File: src/hw/smalu_consts.svh
// constants for the small mcu alu operation block
`ifndef SMALU_CONSTS_SVH
`define SMALU_CONSTS_SVH
`define SMALU_DATA_W 8
`define SMALU_ADDR_W 5
`define SMALU_ADDR_MAX 5'h1f
`define SMALU_PORT_LO 3'h6
`define SMALU_PORT_HI 3'h7
`define SMALU_RST_BYTE 8'h00
`define SMALU_RST_DIR 8'hff
`endif

File: src/hw/smalu_pkg.sv
// types for the small mcu alu operation block
package smalu_pkg;
    typedef enum logic [2:0] {
        SMALU_OP_NONE = 3'b000,
        SMALU_OP_ROTATE_RIGHT_CARRY = 3'b001,
        SMALU_OP_NIBBLE_SWAP = 3'b010,
        SMALU_OP_DIRECTION_LOAD = 3'b011,
        SMALU_OP_LITERAL_XOR = 3'b100,
        SMALU_OP_REGISTER_XOR = 3'b101
    } smalu_op_t;

    typedef struct packed {
        logic valid;
        smalu_op_t op;
        logic [4:0] faddr;
        logic dest_file;
        logic [7:0] literal;
        logic [7:0] fdata;
    } smalu_req_t;

    typedef struct packed {
        logic fwe;
        logic [4:0] faddr;
        logic [7:0] fdata;
    } smalu_fwr_t;

    typedef struct packed {
        logic [1:0] rst_sync;
        logic [7:0] acc;
        logic carry;
        logic zero;
        logic [7:0] dir6;
        logic [7:0] dir7;
        smalu_fwr_t fwr;
        logic done;
    } smalu_state_t;
endpackage

File: src/hw/smalu_core.sv
// execution datapath for five operations of a small 8-bit core
`timescale 1ns/1ps
`default_nettype none
`include "smalu_consts.svh"

// Function
// - rotate-right shifts toward bit 0 through carry, other flags kept.
// - for rotate, swap and register-xor, destination 0 writes the accumulator, 1 the file register 0..31.
// - nibble-swap exchanges bits 3:0 and 7:4 and leaves every flag alone.
// - direction-load copies the accumulator to port 6 or 7, no flag moves.
// - register-xor writes acc xor file byte to the destination, zero only.
// - literal-xor xors an 8-bit immediate 0..255 with the accumulator.
module smalu_core #(
    parameter int HAS_PORT7 = 1
) (
    // clock and reset
    input wire logic ref_clk_i,
    input wire logic rst_n_i,
    // operation request, file byte already read by the caller
    input wire smalu_pkg::smalu_req_t req_i,
    // file register write back
    output logic fwe_o,
    output logic [4:0] faddr_o,
    output logic [7:0] fdata_o,
    // architectural state
    output logic [7:0] acc_o,
    output logic carry_o,
    output logic zero_o,
    output logic [7:0] dir6_o,
    output logic [7:0] dir7_o,
    output logic done_o
);
    import smalu_pkg::*;

    // the port 7 register exists or not, nothing in between
    if (HAS_PORT7 != 0 && HAS_PORT7 != 1)
    begin : g_bad_port7
        $error("HAS_PORT7 must be 0 or 1");
    end

    smalu_state_t s_q;
    smalu_state_t s_d;
    logic [1:0] sync_q;
    logic rst_n;
    logic [7:0] res;
    logic is_file_op;

    // two-stage release keeps reset removal clean against the clock
    always_ff @(posedge ref_clk_i or negedge rst_n_i)
    begin
        if (!rst_n_i)
        begin
            sync_q <= 2'b00;
        end
        else
        begin
            sync_q <= {sync_q[0], 1'b1};
        end
    end
    assign rst_n = sync_q[1];

    always_comb
    begin
        s_d = s_q;
        // only the second synchroniser stage may be read
        s_d.rst_sync = {rst_n, rst_n};
        s_d.fwr.fwe = 1'b0;
        s_d.done = 1'b0;
        res = `SMALU_RST_BYTE;
        is_file_op = 1'b0;
        if (req_i.valid)
        begin
            s_d.done = 1'b1;
            unique case (req_i.op)
                SMALU_OP_ROTATE_RIGHT_CARRY:
                begin
                    res = {s_q.carry, req_i.fdata[7:1]};
                    s_d.carry = req_i.fdata[0];
                    is_file_op = 1'b1;
                end
                SMALU_OP_NIBBLE_SWAP:
                begin
                    res = {req_i.fdata[3:0], req_i.fdata[7:4]};
                    is_file_op = 1'b1;
                end
                SMALU_OP_DIRECTION_LOAD:
                begin
                    // other operand values are ignored, no flag moves
                    if (req_i.faddr[2:0] == `SMALU_PORT_LO)
                    begin
                        s_d.dir6 = s_q.acc;
                    end
                    else if (req_i.faddr[2:0] == `SMALU_PORT_HI
                        && HAS_PORT7 == 1)
                    begin
                        s_d.dir7 = s_q.acc;
                    end
                end
                SMALU_OP_LITERAL_XOR:
                begin
                    res = s_q.acc ^ req_i.literal;
                    s_d.acc = res;
                    s_d.zero = (res == `SMALU_RST_BYTE);
                end
                SMALU_OP_REGISTER_XOR:
                begin
                    res = s_q.acc ^ req_i.fdata;
                    s_d.zero = (res == `SMALU_RST_BYTE);
                    is_file_op = 1'b1;
                end
                default:
                begin
                    s_d.done = 1'b0;
                end
            endcase
            if (is_file_op)
            begin
                if (req_i.dest_file)
                begin
                    s_d.fwr.fwe = 1'b1;
                    s_d.fwr.faddr = req_i.faddr;
                    s_d.fwr.fdata = res;
                end
                else
                begin
                    s_d.acc = res;
                end
            end
        end
    end

    always_ff @(posedge ref_clk_i or negedge rst_n)
    begin
        if (!rst_n)
        begin
            s_q.rst_sync <= 2'b00;
            s_q.acc <= `SMALU_RST_BYTE;
            s_q.carry <= 1'b0;
            s_q.zero <= 1'b0;
            s_q.dir6 <= `SMALU_RST_DIR;
            s_q.dir7 <= `SMALU_RST_DIR;
            s_q.fwr <= '0;
            s_q.done <= 1'b0;
        end
        else
        begin
            s_q <= s_d;
        end
    end

    assign fwe_o = s_q.fwr.fwe;
    assign faddr_o = s_q.fwr.faddr;
    assign fdata_o = s_q.fwr.fdata;
    assign acc_o = s_q.acc;
    assign carry_o = s_q.carry;
    assign zero_o = s_q.zero;
    assign dir6_o = s_q.dir6;
    assign dir7_o = s_q.dir7;
    assign done_o = s_q.done;

    a_rotate_carry: assert property (
        @(posedge ref_clk_i) disable iff (!rst_n)
        req_i.valid && req_i.op == SMALU_OP_ROTATE_RIGHT_CARRY
        |=> carry_o == $past(req_i.fdata[0]) && zero_o == $past(zero_o))
        else $error("rotate carry wrong");
    a_rotate_dest: assert property (
        @(posedge ref_clk_i) disable iff (!rst_n)
        req_i.valid && req_i.op == SMALU_OP_ROTATE_RIGHT_CARRY
            && req_i.dest_file
        |=> fwe_o && fdata_o == {$past(carry_o), $past(req_i.fdata[7:1])}
            && acc_o == $past(acc_o))
        else $error("rotate result wrong");
    a_swap_acc: assert property (
        @(posedge ref_clk_i) disable iff (!rst_n)
        req_i.valid && req_i.op == SMALU_OP_NIBBLE_SWAP && !req_i.dest_file
        |=> acc_o == {$past(req_i.fdata[3:0]), $past(req_i.fdata[7:4])}
            && $stable(carry_o) && $stable(zero_o) && !fwe_o)
        else $error("swap wrong");
    a_swap_file: assert property (
        @(posedge ref_clk_i) disable iff (!rst_n)
        req_i.valid && req_i.op == SMALU_OP_NIBBLE_SWAP && req_i.dest_file
        |=> fwe_o
            && fdata_o == {$past(req_i.fdata[3:0]), $past(req_i.fdata[7:4])}
            && $stable(acc_o) && $stable(carry_o) && $stable(zero_o))
        else $error("swap to file wrong");
    a_dir_load: assert property (
        @(posedge ref_clk_i) disable iff (!rst_n)
        req_i.valid && req_i.op == SMALU_OP_DIRECTION_LOAD
            && req_i.faddr[2:0] == 3'h6
        |=> dir6_o == $past(acc_o) && $stable(carry_o) && $stable(zero_o))
        else $error("direction load wrong");
    a_dir_port7: assert property (
        @(posedge ref_clk_i) disable iff (!rst_n)
        req_i.valid && req_i.op == SMALU_OP_DIRECTION_LOAD
            && req_i.faddr[2:0] == 3'h7 && HAS_PORT7 == 1
        |=> dir7_o == $past(acc_o) && $stable(dir6_o) && !fwe_o
            && $stable(carry_o) && $stable(zero_o))
        else $error("port 7 direction load wrong");
    a_regxor_zero: assert property (
        @(posedge ref_clk_i) disable iff (!rst_n)
        req_i.valid && req_i.op == SMALU_OP_REGISTER_XOR
        |=> zero_o == ($past(acc_o) == $past(req_i.fdata))
            && $stable(carry_o))
        else $error("register xor zero wrong");
    a_regxor_file: assert property (
        @(posedge ref_clk_i) disable iff (!rst_n)
        req_i.valid && req_i.op == SMALU_OP_REGISTER_XOR && req_i.dest_file
        |=> fwe_o && fdata_o == ($past(acc_o) ^ $past(req_i.fdata))
            && faddr_o == $past(req_i.faddr) && $stable(acc_o))
        else $error("register xor to file wrong");
    a_litxor_acc: assert property (
        @(posedge ref_clk_i) disable iff (!rst_n)
        req_i.valid && req_i.op == SMALU_OP_LITERAL_XOR
        |=> acc_o == ($past(acc_o) ^ $past(req_i.literal)) && !fwe_o)
        else $error("literal xor wrong");
    a_litxor_zero: assert property (
        @(posedge ref_clk_i) disable iff (!rst_n)
        req_i.valid && req_i.op == SMALU_OP_LITERAL_XOR
            && req_i.literal == acc_o
        |=> zero_o ##1 (zero_o || done_o))
        else $error("literal xor zero wrong");
    a_litxor_nonzero: assert property (
        @(posedge ref_clk_i) disable iff (!rst_n)
        req_i.valid && req_i.op == SMALU_OP_LITERAL_XOR
            && req_i.literal != acc_o
        |=> !zero_o && $stable(carry_o))
        else $error("literal xor nonzero wrong");
    a_file_dest: assert property (
        @(posedge ref_clk_i) disable iff (!rst_n)
        fwe_o |-> $past(req_i.valid) && $past(req_i.dest_file)
            && faddr_o == $past(req_i.faddr))
        else $error("file write without destination");
endmodule
`default_nettype wire

File: config.mk
export PLATFORM = sky130hd
export DESIGN_NAME = smalu_core
export DESIGN_NICKNAME = d
export VERILOG_FILES = /design/src/hw/smalu_pkg.sv /design/src/hw/smalu_core.sv
export VERILOG_INCLUDE_DIRS = /design/src /design/src/hw
export SDC_FILE = /design/constraint.sdc
export NUM_CORES = 1
export LEC_CHECK = 0
export ABC_AREA = 1
export BUFFER_PORTS_ARGS = -buffer_cell sky130_fd_sc_hd__buf_4
export CORE_ASPECT_RATIO = 0.5
export CORE_UTILIZATION = 47
export DETAILED_ROUTE_END_ITERATION = 6
export GPL_ROUTABILITY_DRIVEN = 0
export PLACE_DENSITY = 0.76
export SLEW_MARGIN = 20
export SYNTH_ARGS = -nofsm -noshare
export SYNTH_HDL_FRONTEND = slang
export SYNTH_SLANG_ARGS = --single-unit
File: constraint.sdc
create_clock -name ref_clk_i -period 1.3 [get_ports ref_clk_i]
set_input_delay 0.26 -clock ref_clk_i [delete_from_list [all_inputs] [get_ports ref_clk_i]]
set_output_delay 0.26 -clock ref_clk_i [all_outputs]
set_load 0.02 [all_outputs]
# Yosys cells after proc, flatten, opt, wreduce, memory -nomap -nowiden
# Index checks and enable logic that the tools add are counted.
[word_totals] regBits=43 inputBits=28 elab_cells=41 output_inout_bits=41
[op_classes] muxes=11 n_reduce_logical=10 bitwise=3 eq_ne=7
[ops] operator="$pmux 8 s4" count=1
[ops] operator="$mux 14" count=2
[ops] operator="$mux 8" count=3
[ops] operator="$logic_not 8->1" count=2
[ops] operator="$xor 8x8->8" count=2
[ops] operator="$mux 15" count=1
[ops] operator="$eq 3x3->1 const B" count=4
[ops] operator="$eq 3x2->1 const B" count=2
[ops] operator="$reduce_and 3->1" count=2
[ops] operator="$reduce_or 5->1" count=1
[ops] operator="$reduce_and 2->1" count=2
[ops] operator="$reduce_and 4->1" count=1
[ops] operator="$eq 3x1->1 const B" count=1
[ops] operator="$mux 1" count=3
[ops] operator="$reduce_or 3->1" count=1
[ops] operator="$pmux 1 s2" count=1
[ops] operator="$reduce_bool 2->1" count=1
[ops] operator="$not 1->1" count=1

# Depth between registers and ports, before layout
# Gate-level depths: netlist of the first run.
[depth] ltp_word=6 depth_mapped=10 mapped_depth_nobuf=9

# Worst setup path before layout of the first run
# No wires, ideal clock.
[synth_timing] path_type="input to register" from="input req_i[23] in the netlist's numbering" to="register s_q (netlist bit fdata_o[0])" n_path_buf=1 t_required_ns=1.179 setup_time_ns=0.121 arrival_ns=1.106 path_stages=9 setup_slack_ns=0.073 cell_sequence="inv_1 nand2_1 nand2_1 inv_2 nor3_4 inv_2 buf_4 nand2_1 o21ai_2"
[synth_via] elab_chain_cells=5 elab_cells_between_ends=9 classes_between="eq/ne (4); mux (3); reduce/logical (2)"
[synth_rtl] element="start: declaration" line_no="smalu_core.sv:20" text="input wire smalu_pkg::smalu_req_t req_i,"
[synth_rtl] element="$eq 3x3->1, or another cell as far along" line_no="smalu_core.sv:74" text="unique case (req_i.op)"
[synth_rtl] element="$reduce_or 3->1 (no source line)"
[synth_rtl] element="$mux 1" line_no="smalu_core.sv:74"
[synth_rtl] element="$mux 1" line_no="smalu_core.sv:71" text="if (req_i.valid)"
[synth_rtl] element="$reduce_and 3->1 (no source line)"
[synth_rtl] element="end: declaration" line_no="smalu_core.sv:41" text="smalu_state_t s_q;"
# Parallel ways exist; a longest one is shown, timed or not. The select of a mux whose other input is x is not followed.
# A chain may end at the register's enable or synchronous reset.

# Final worst setup path of the first run
[layout_timing] from="register s_q (netlist bit acc_o[4])" to="output acc_o[4]"
[layout_lines] element="end: declaration" line_no="smalu_core.sv:26" text="output logic [7:0] acc_o,"
# No word-level cell between the ends.

==> results.sh, run 1 <==
export IMPL_post_route_min_period_ns=1.27
export IMPL_ant_nets=0
export IMPL_max_cap_viol_count=0
export IMPL_rows=18
export IMPL_ff2ff_path_depth=8
export IMPL_r2r_slack_ns=0.08
export IMPL_clock_sinks=43
export IMPL_finalInstanceArea_um2=3390
export IMPL_ir_drop_mv=0.797
export IMPL_rsz0062_at_grt="yes"
export IMPL_seq_area_frac_synth_pct=44.9
export IMPL_status="completed"
export IMPL_ioPinCount=69
export IMPL_layout_common_cells="nand2_1 (158), buf_4 (88), nor2_1 (39), inv_1 (29)"
export IMPL_cp_arrival_ns=1.01
export IMPL_final_cell_count_no_fill=516
export IMPL_grt_ovfl_total=0
export IMPL_initial_core_util_pct=49.3
export IMPL_cts_buffer_depth=2
export IMPL_finClkSkew_ns=0.0137
export IMPL_avgRoutedWirePerCell_um=13.0
export IMPL_cts_tree="yes"
export IMPL_holdPathEnd="faddr_o[4]"
export IMPL_synth_warnings=0
export IMPL_ys_types=25
export IMPL_synth_cells=353
export IMPL_cp_start_kind="flip-flop"
export IMPL_dp_final_hpwl_um=4970
export IMPL_crit_required_ns=1.04
export IMPL_combPwrFrac_pct=33.4
export IMPL_min_from="req_i[21]"
export IMPL_firstDrtPassIters=7
export IMPL_mostFrequentLayoutCell="nand2_1"
export IMPL_end_kind="primary output"
export IMPL_fin_crit_sh_pct=97.7
export IMPL_synth_edf_count=0
export IMPL_dieWidth_um=104
export IMPL_grt_usage_pct=24.7
export IMPL_synth_ff_type="dfrtp_1"
export IMPL_rr_endpoint="acc_o[6]"
export IMPL_antenna_cells=0
export IMPL_grt_pass1_vias=2234
export IMPL_critPathKind="flip-flop to primary output"
export IMPL_power_leakage_nw=1.82
export IMPL_maxSlewViolCount=0
export IMPL_post_route_cells_drive_above_1_share_pct=33.0
export IMPL_syn_area_per_cell_um2=6.92
export IMPL_switching_share_pct=33.7
export IMPL_finalHoldViolCount=0
export IMPL_clock_power_share_pct=27.8
export IMPL_grt_max_degree=42
export IMPL_ys_ff_latch=43
export IMPL_drt_iter0_drc=154
export IMPL_htreeDepth=2
export IMPL_seq_power_share_pct=38.8
export IMPL_synthesis_nets=381
export IMPL_max_freq_mhz=787
export IMPL_min_path_cells=3
export IMPL_clkLatencyLatePin_ns=0.31
export IMPL_dieArea_um2=5510
export IMPL_route_detailed_drc=0
export IMPL_vias=2556
export IMPL_async_reset_ff_share_pct=100
export IMPL_clkTransAtPathRegs_ns=0.08
export IMPL_layout_nets=473
export IMPL_placed_area_um2=3200
export IMPL_core_um2=4950
export IMPL_io_buffers=68
export IMPL_syn2layout_area_growth_pct=38.7
export IMPL_vias_per_cell=4.95
export IMPL_antenna_found_initial=0
export IMPL_reg2reg_from="acc_o[6]"
export IMPL_drt_total_wl_um=6690
export IMPL_powerDensity_nw_per_um2=1340
export IMPL_p_switching_mw=1.53
export IMPL_numCtsBuffers=5
export IMPL_die_h_um=53.0
export IMPL_syn_area_um2=2440
export IMPL_grt_first_pass_wirelength_um=10200
export IMPL_crit_path_max_fanout=4
export IMPL_setup_violations=0
export IMPL_hp_class="input pin to flip-flop"
export IMPL_dp_cells=505
export IMPL_p_int_mw=3.01
export IMPL_cts_root_buf="clkbuf_8"
[final cells by class]
type / count / area, um2
Tap cell: 70 / 87.6
Timing Repair Buffer: 94 / 753
Sequential cell: 43 / 1100
Clock buffer: 6 / 72.6
Clock inverter: 2 / 60.1
Inverter: 38 / 143
Fill cell: 417 / 1570
Multi-Input combinational cell: 263 / 1170
[state kept, by name, indices dropped and copies added, names as in the netlist]
name     count
zero_o       1
done_o       1
acc_o        8
carry_o      1
faddr_o      5
dir6_o       8
sync_q       2
dir7_o       8
fdata_o      8
fwe_o        1
[worst max-delay path by stage]
stage          slack [ns]  startpoint  cells after the start    endpoint
6_report             0.03    acc_o[4]                      2    acc_o[4]
5_1_grt             -0.03    acc_o[1]                      9      zero_o
4_1_cts             0.007    acc_o[7]                      2    acc_o[7]
3_5_place_dp        -0.11   req_i[23]                      9  faddr_o[0]
3_3_place_gp        -0.03   req_i[23]                      9  faddr_o[0]
2_1_floorplan        0.04   sync_q[1]                      0    acc_o[0]
[cell families after synthesis]
kind of cell | count (synthesis) | synth area share (%)
buf+inv | 47 | 7.99
compound gates | 37 | 8.96
flops | 43 | 44.9
simple gates | 225 | 38.0
other cells | 1 | 0.154
[per-stage QoR]
step | hold slack (ns) | power, mW | TNS (ns) | setup WS (ns) | utilization (%)
2_1_floorplan | -0.0356 | 2.55 | 0 | 0.0427 | -
3_3_place_gp | 0.0424 | 3.19 | -0.226 | -0.0339 | 64.5
3_5_place_dp | 0.0436 | 3.24 | -1.09 | -0.107 | 64.5
4_1_cts | 0.156 | 4.50 | 0 | 0.00685 | 67.4
5_1_grt | 0.151 | 4.76 | -0.0448 | -0.0345 | 68.4
6_report | 0.158 | 4.54 | 0 | 0.0301 | 68.4
[synth_stat cells, types with 2 or more instances]
cell type	instances	share of area (%)
o21ai_0	23	4.7
dfstp_2	16	17
nor3_1	6	1.2
nor2_1	40	6.1
nand4_2	2	1.0
inv_2	3	0.46
nand3_1	9	1.8
dfrtp_1	27	28
nand3b_1	5	1.5
o21ai_2	7	2.5
o21a_1	2	0.61
inv_1	35	5.4
a31oi_1	2	0.51
a21oi_1	2	0.41
buf_2	6	1.2
nand2_1	159	24
[worst max-delay path, cell delays in order (launching register included)]
cell and delay, ns:
dfrtp_1 0.41, buf_4 0.15, buf_4 0.15
[per-layer routing]
layer | vias up | GRT usage, % | routed length, um
met4 | 0 | 10.7 | 103
met1 | 1169 | 31.7 | 2900
li1 | 1274 | - | -
met5 | - | 0 | 0
met2 | 101 | 40.3 | 3120
met3 | 12 | 6.53 | 565
[power by group through the flow]
stage	Clock (mW)	Combinational [mW]	Sequential [mW]
5_1_grt	1.32	1.65	1.79
2_1_floorplan	0	0.527	2.02
3_5_place_dp	0	1.47	1.77
4_1_cts	1.28	1.48	1.75
3_3_place_gp	0	1.43	1.76
6_report	1.26	1.52	1.76
[repair_timing]
| action | 4_1_cts | 5_1_grt |
|---|---|---|
| endpoints found under the setup margin | 0 | 12 |
| hold endpoints to repair | 2 | 0 |
| gates resized for setup | 0 | 17 |
| setup buffers | 0 | 2 |
| hold buffers | 1 | 0 |
No activity file was read; power rests on OpenSTA's default activity.
==> run 2: changes to the inputs <==
--- a/config.mk
+++ b/config.mk
@@ -13,6 +13,7 @@
 export DETAILED_ROUTE_END_ITERATION = 6
 export GPL_ROUTABILITY_DRIVEN = 0
 export PLACE_DENSITY = 0.76
+export RECOVER_POWER = 25
 export SLEW_MARGIN = 20
 export SYNTH_ARGS = -nofsm -noshare
 export SYNTH_HDL_FRONTEND = slang
==> run 2 against run 1 <==
  * Non-clock buffer count did not move
  * Die area did not move
  * First-iteration DRC count rose by 25%
  * Worst hold slack got worse by 0.00086 ns
  * Combinational power barely moved
  * Fmax barely moved
  * Design area fell by 0.48%
  * Core utilization fell by 0.33 points
  * Setup slack improved by 0.00065 ns
  * Flip-flop and latch count did not move
  * Via count rose by 0.16%
==> results.sh, run 2 (same netlist as run 1, synthesis figures left out) <==
export IMPL_cts_buffer_depth=2
export IMPL_syn2layout_area_growth_pct=38.1
export IMPL_worstMarginPinSlew_ns=0.572
export IMPL_power_leakage_nw=1.81
export IMPL_cts_root_buf="clkbuf_8"
export IMPL_combPwrFrac_pct=33.3
export IMPL_maxSlewViolCount=0
export IMPL_ant_nets=0
export IMPL_dieWidth_um=104
export IMPL_finalSetupTns_ns=0
export IMPL_fin_crit_sh_pct=97.6
export IMPL_io_buffers=68
export IMPL_post_route_cells_drive_above_1_share_pct=32.7
export IMPL_drt_iter0_drc=192
export IMPL_die_h_um=53.0
export IMPL_layout_nets=473
export IMPL_post_route_min_period_ns=1.27
export IMPL_placed_area_um2=3200
export IMPL_rsz0062_at_grt="yes"
export IMPL_grt_pass1_vias=2234
export IMPL_cts_tree="yes"
export IMPL_ir_drop_mv=0.799
export IMPL_dp_final_hpwl_um=4970
export IMPL_relSlewSlack_pct=61.9
export IMPL_top_usage_layer="met2"
export IMPL_max_freq_mhz=788
export IMPL_grt_first_pass_wirelength_um=10200
export IMPL_finClkSkew_ns=0.0135
export IMPL_seq_power_share_pct=38.8
export IMPL_cp_arrival_ns=1.01
export IMPL_min_from="req_i[21]"
export IMPL_max_cap_viol_count=0
export IMPL_clock_power_share_pct=27.9
export IMPL_end_kind="primary output"
export IMPL_gr_usage_met3_pct=6.53
export IMPL_finalPower_mw=4.53
export IMPL_ioPinCount=69
export IMPL_dieArea_um2=5510
export IMPL_grt_ovfl_total=0
export IMPL_p_switching_mw=1.53
export IMPL_cp_start_kind="flip-flop"
export IMPL_met1_usage_pct=31.7
export IMPL_r2r_slack_ns=0.08
export IMPL_status="completed"
export IMPL_antenna_cells=0
export IMPL_finalHoldViolCount=0
export IMPL_initial_core_util_pct=49.3
export IMPL_vias_per_cell=4.96
export IMPL_powerDensity_nw_per_um2=1340
export IMPL_mostFrequentLayoutCell="nand2_1"
export IMPL_clkLatencyLatePin_ns=0.31
export IMPL_antenna_found_initial=0
export IMPL_rows=18
export IMPL_hp_class="input pin to flip-flop"
export IMPL_holdPathEnd="faddr_o[4]"
export IMPL_crit_path_max_fanout=4
export IMPL_finalInstanceArea_um2=3370
export IMPL_drt_total_wl_um=6690
export IMPL_switching_share_pct=33.7
export IMPL_vias=2560
export IMPL_min_path_cells=3
export IMPL_grt_max_degree=42
export IMPL_p_int_mw=3.00
export IMPL_grt_usage_pct=24.7
export IMPL_reg2reg_from="acc_o[1]"
export IMPL_clkTransAtPathRegs_ns=0.08
export IMPL_rr_endpoint="acc_o[1]"
export IMPL_numCtsBuffers=5
export IMPL_layout_common_cells="nand2_1 (158), buf_4 (87), nor2_1 (39), inv_1 (29)"
export IMPL_htreeDepth=2
export IMPL_critPathKind="flip-flop to primary output"
export IMPL_crit_required_ns=1.04
export IMPL_clock_sinks=43
export IMPL_firstDrtPassIters=7
export IMPL_avgRoutedWirePerCell_um=13.0
export IMPL_route_detailed_drc=0
export IMPL_setup_violations=0
export IMPL_fin_util_pct=68.1
export IMPL_core_um2=4950
export IMPL_ff2ff_path_depth=8
export IMPL_grt_use_met2_pct=40.3
-- run 2: cell types whose count changed in the layout (fill, tap and decap cells not counted), sizes merged --
cell	before	now
clkbuf	6	8
buf	93	91
-- run 2: critical path: stages (launching register included) --
cell and delay (ns):
dfrtp_1 0.41, buf_4 0.15, buf_4 0.15
-- run 2: layout make-up --
class / count / area (um2)
repair buffers: 94 / 737
fillers: 418 / 1580
clock buffers: 6 / 72.6
well taps: 70 / 87.6
inverters: 38 / 143
multi-input cells: 263 / 1170
clock inverters: 2 / 60.1
flip-flops and latches: 43 / 1100
-- run 2: power by group through the flow --
stage	Combinational (mW)	Sequential (mW)	Clock, mW
global route	1.64	1.79	1.32
finish	1.51	1.76	1.26
floorplan	0.527	2.02	0
CTS	1.48	1.75	1.28
detailed placement	1.47	1.77	0
global placement	1.43	1.76	0
-- run 2: worst max-delay path by stage --
| stage | startpoint | to | slack, ns | cells past startpoint |
|---|---|---|---|---|
| floorplan | sync_q[1] | acc_o[0] | 0.04 | 0 |
| global placement | req_i[23] | faddr_o[0] | -0.03 | 9 |
| detailed placement | req_i[23] | faddr_o[0] | -0.11 | 9 |
| CTS | acc_o[7] | acc_o[7] | 0.007 | 2 |
| global route | acc_o[1] | zero_o | -0.03 | 9 |
| finish | acc_o[4] | acc_o[4] | 0.03 | 2 |
-- run 2: metal layers --
layer / vias up / share of wire [%]
met5: - / 0
met3: 10 / 7.8
met4: 0 / 1.4
li1: 1272 / -
met1: 1183 / 44
met2: 95 / 46
-- run 2: per-stage QoR --
stage	instances	hold slack, ns	worst slack, ns
after floorplan	353	-0.0356	0.0427
after global placement	505	0.0424	-0.0339
after detailed placement	505	0.0436	-0.107
after CTS	514	0.156	0.00685
after global routing	516	0.151	-0.0345
final	516	0.158	0.0307
-- run 2: timing repair --
| item | 4_1_cts | 5_1_grt |
|---|---|---|
| resized for setup | 0 | 17 |
| endpoints found under the hold margin | 2 | 0 |
| hold buffers | 1 | 0 |
| setup buffers | 0 | 2 |
| setup endpoints to repair | 0 | 12 |
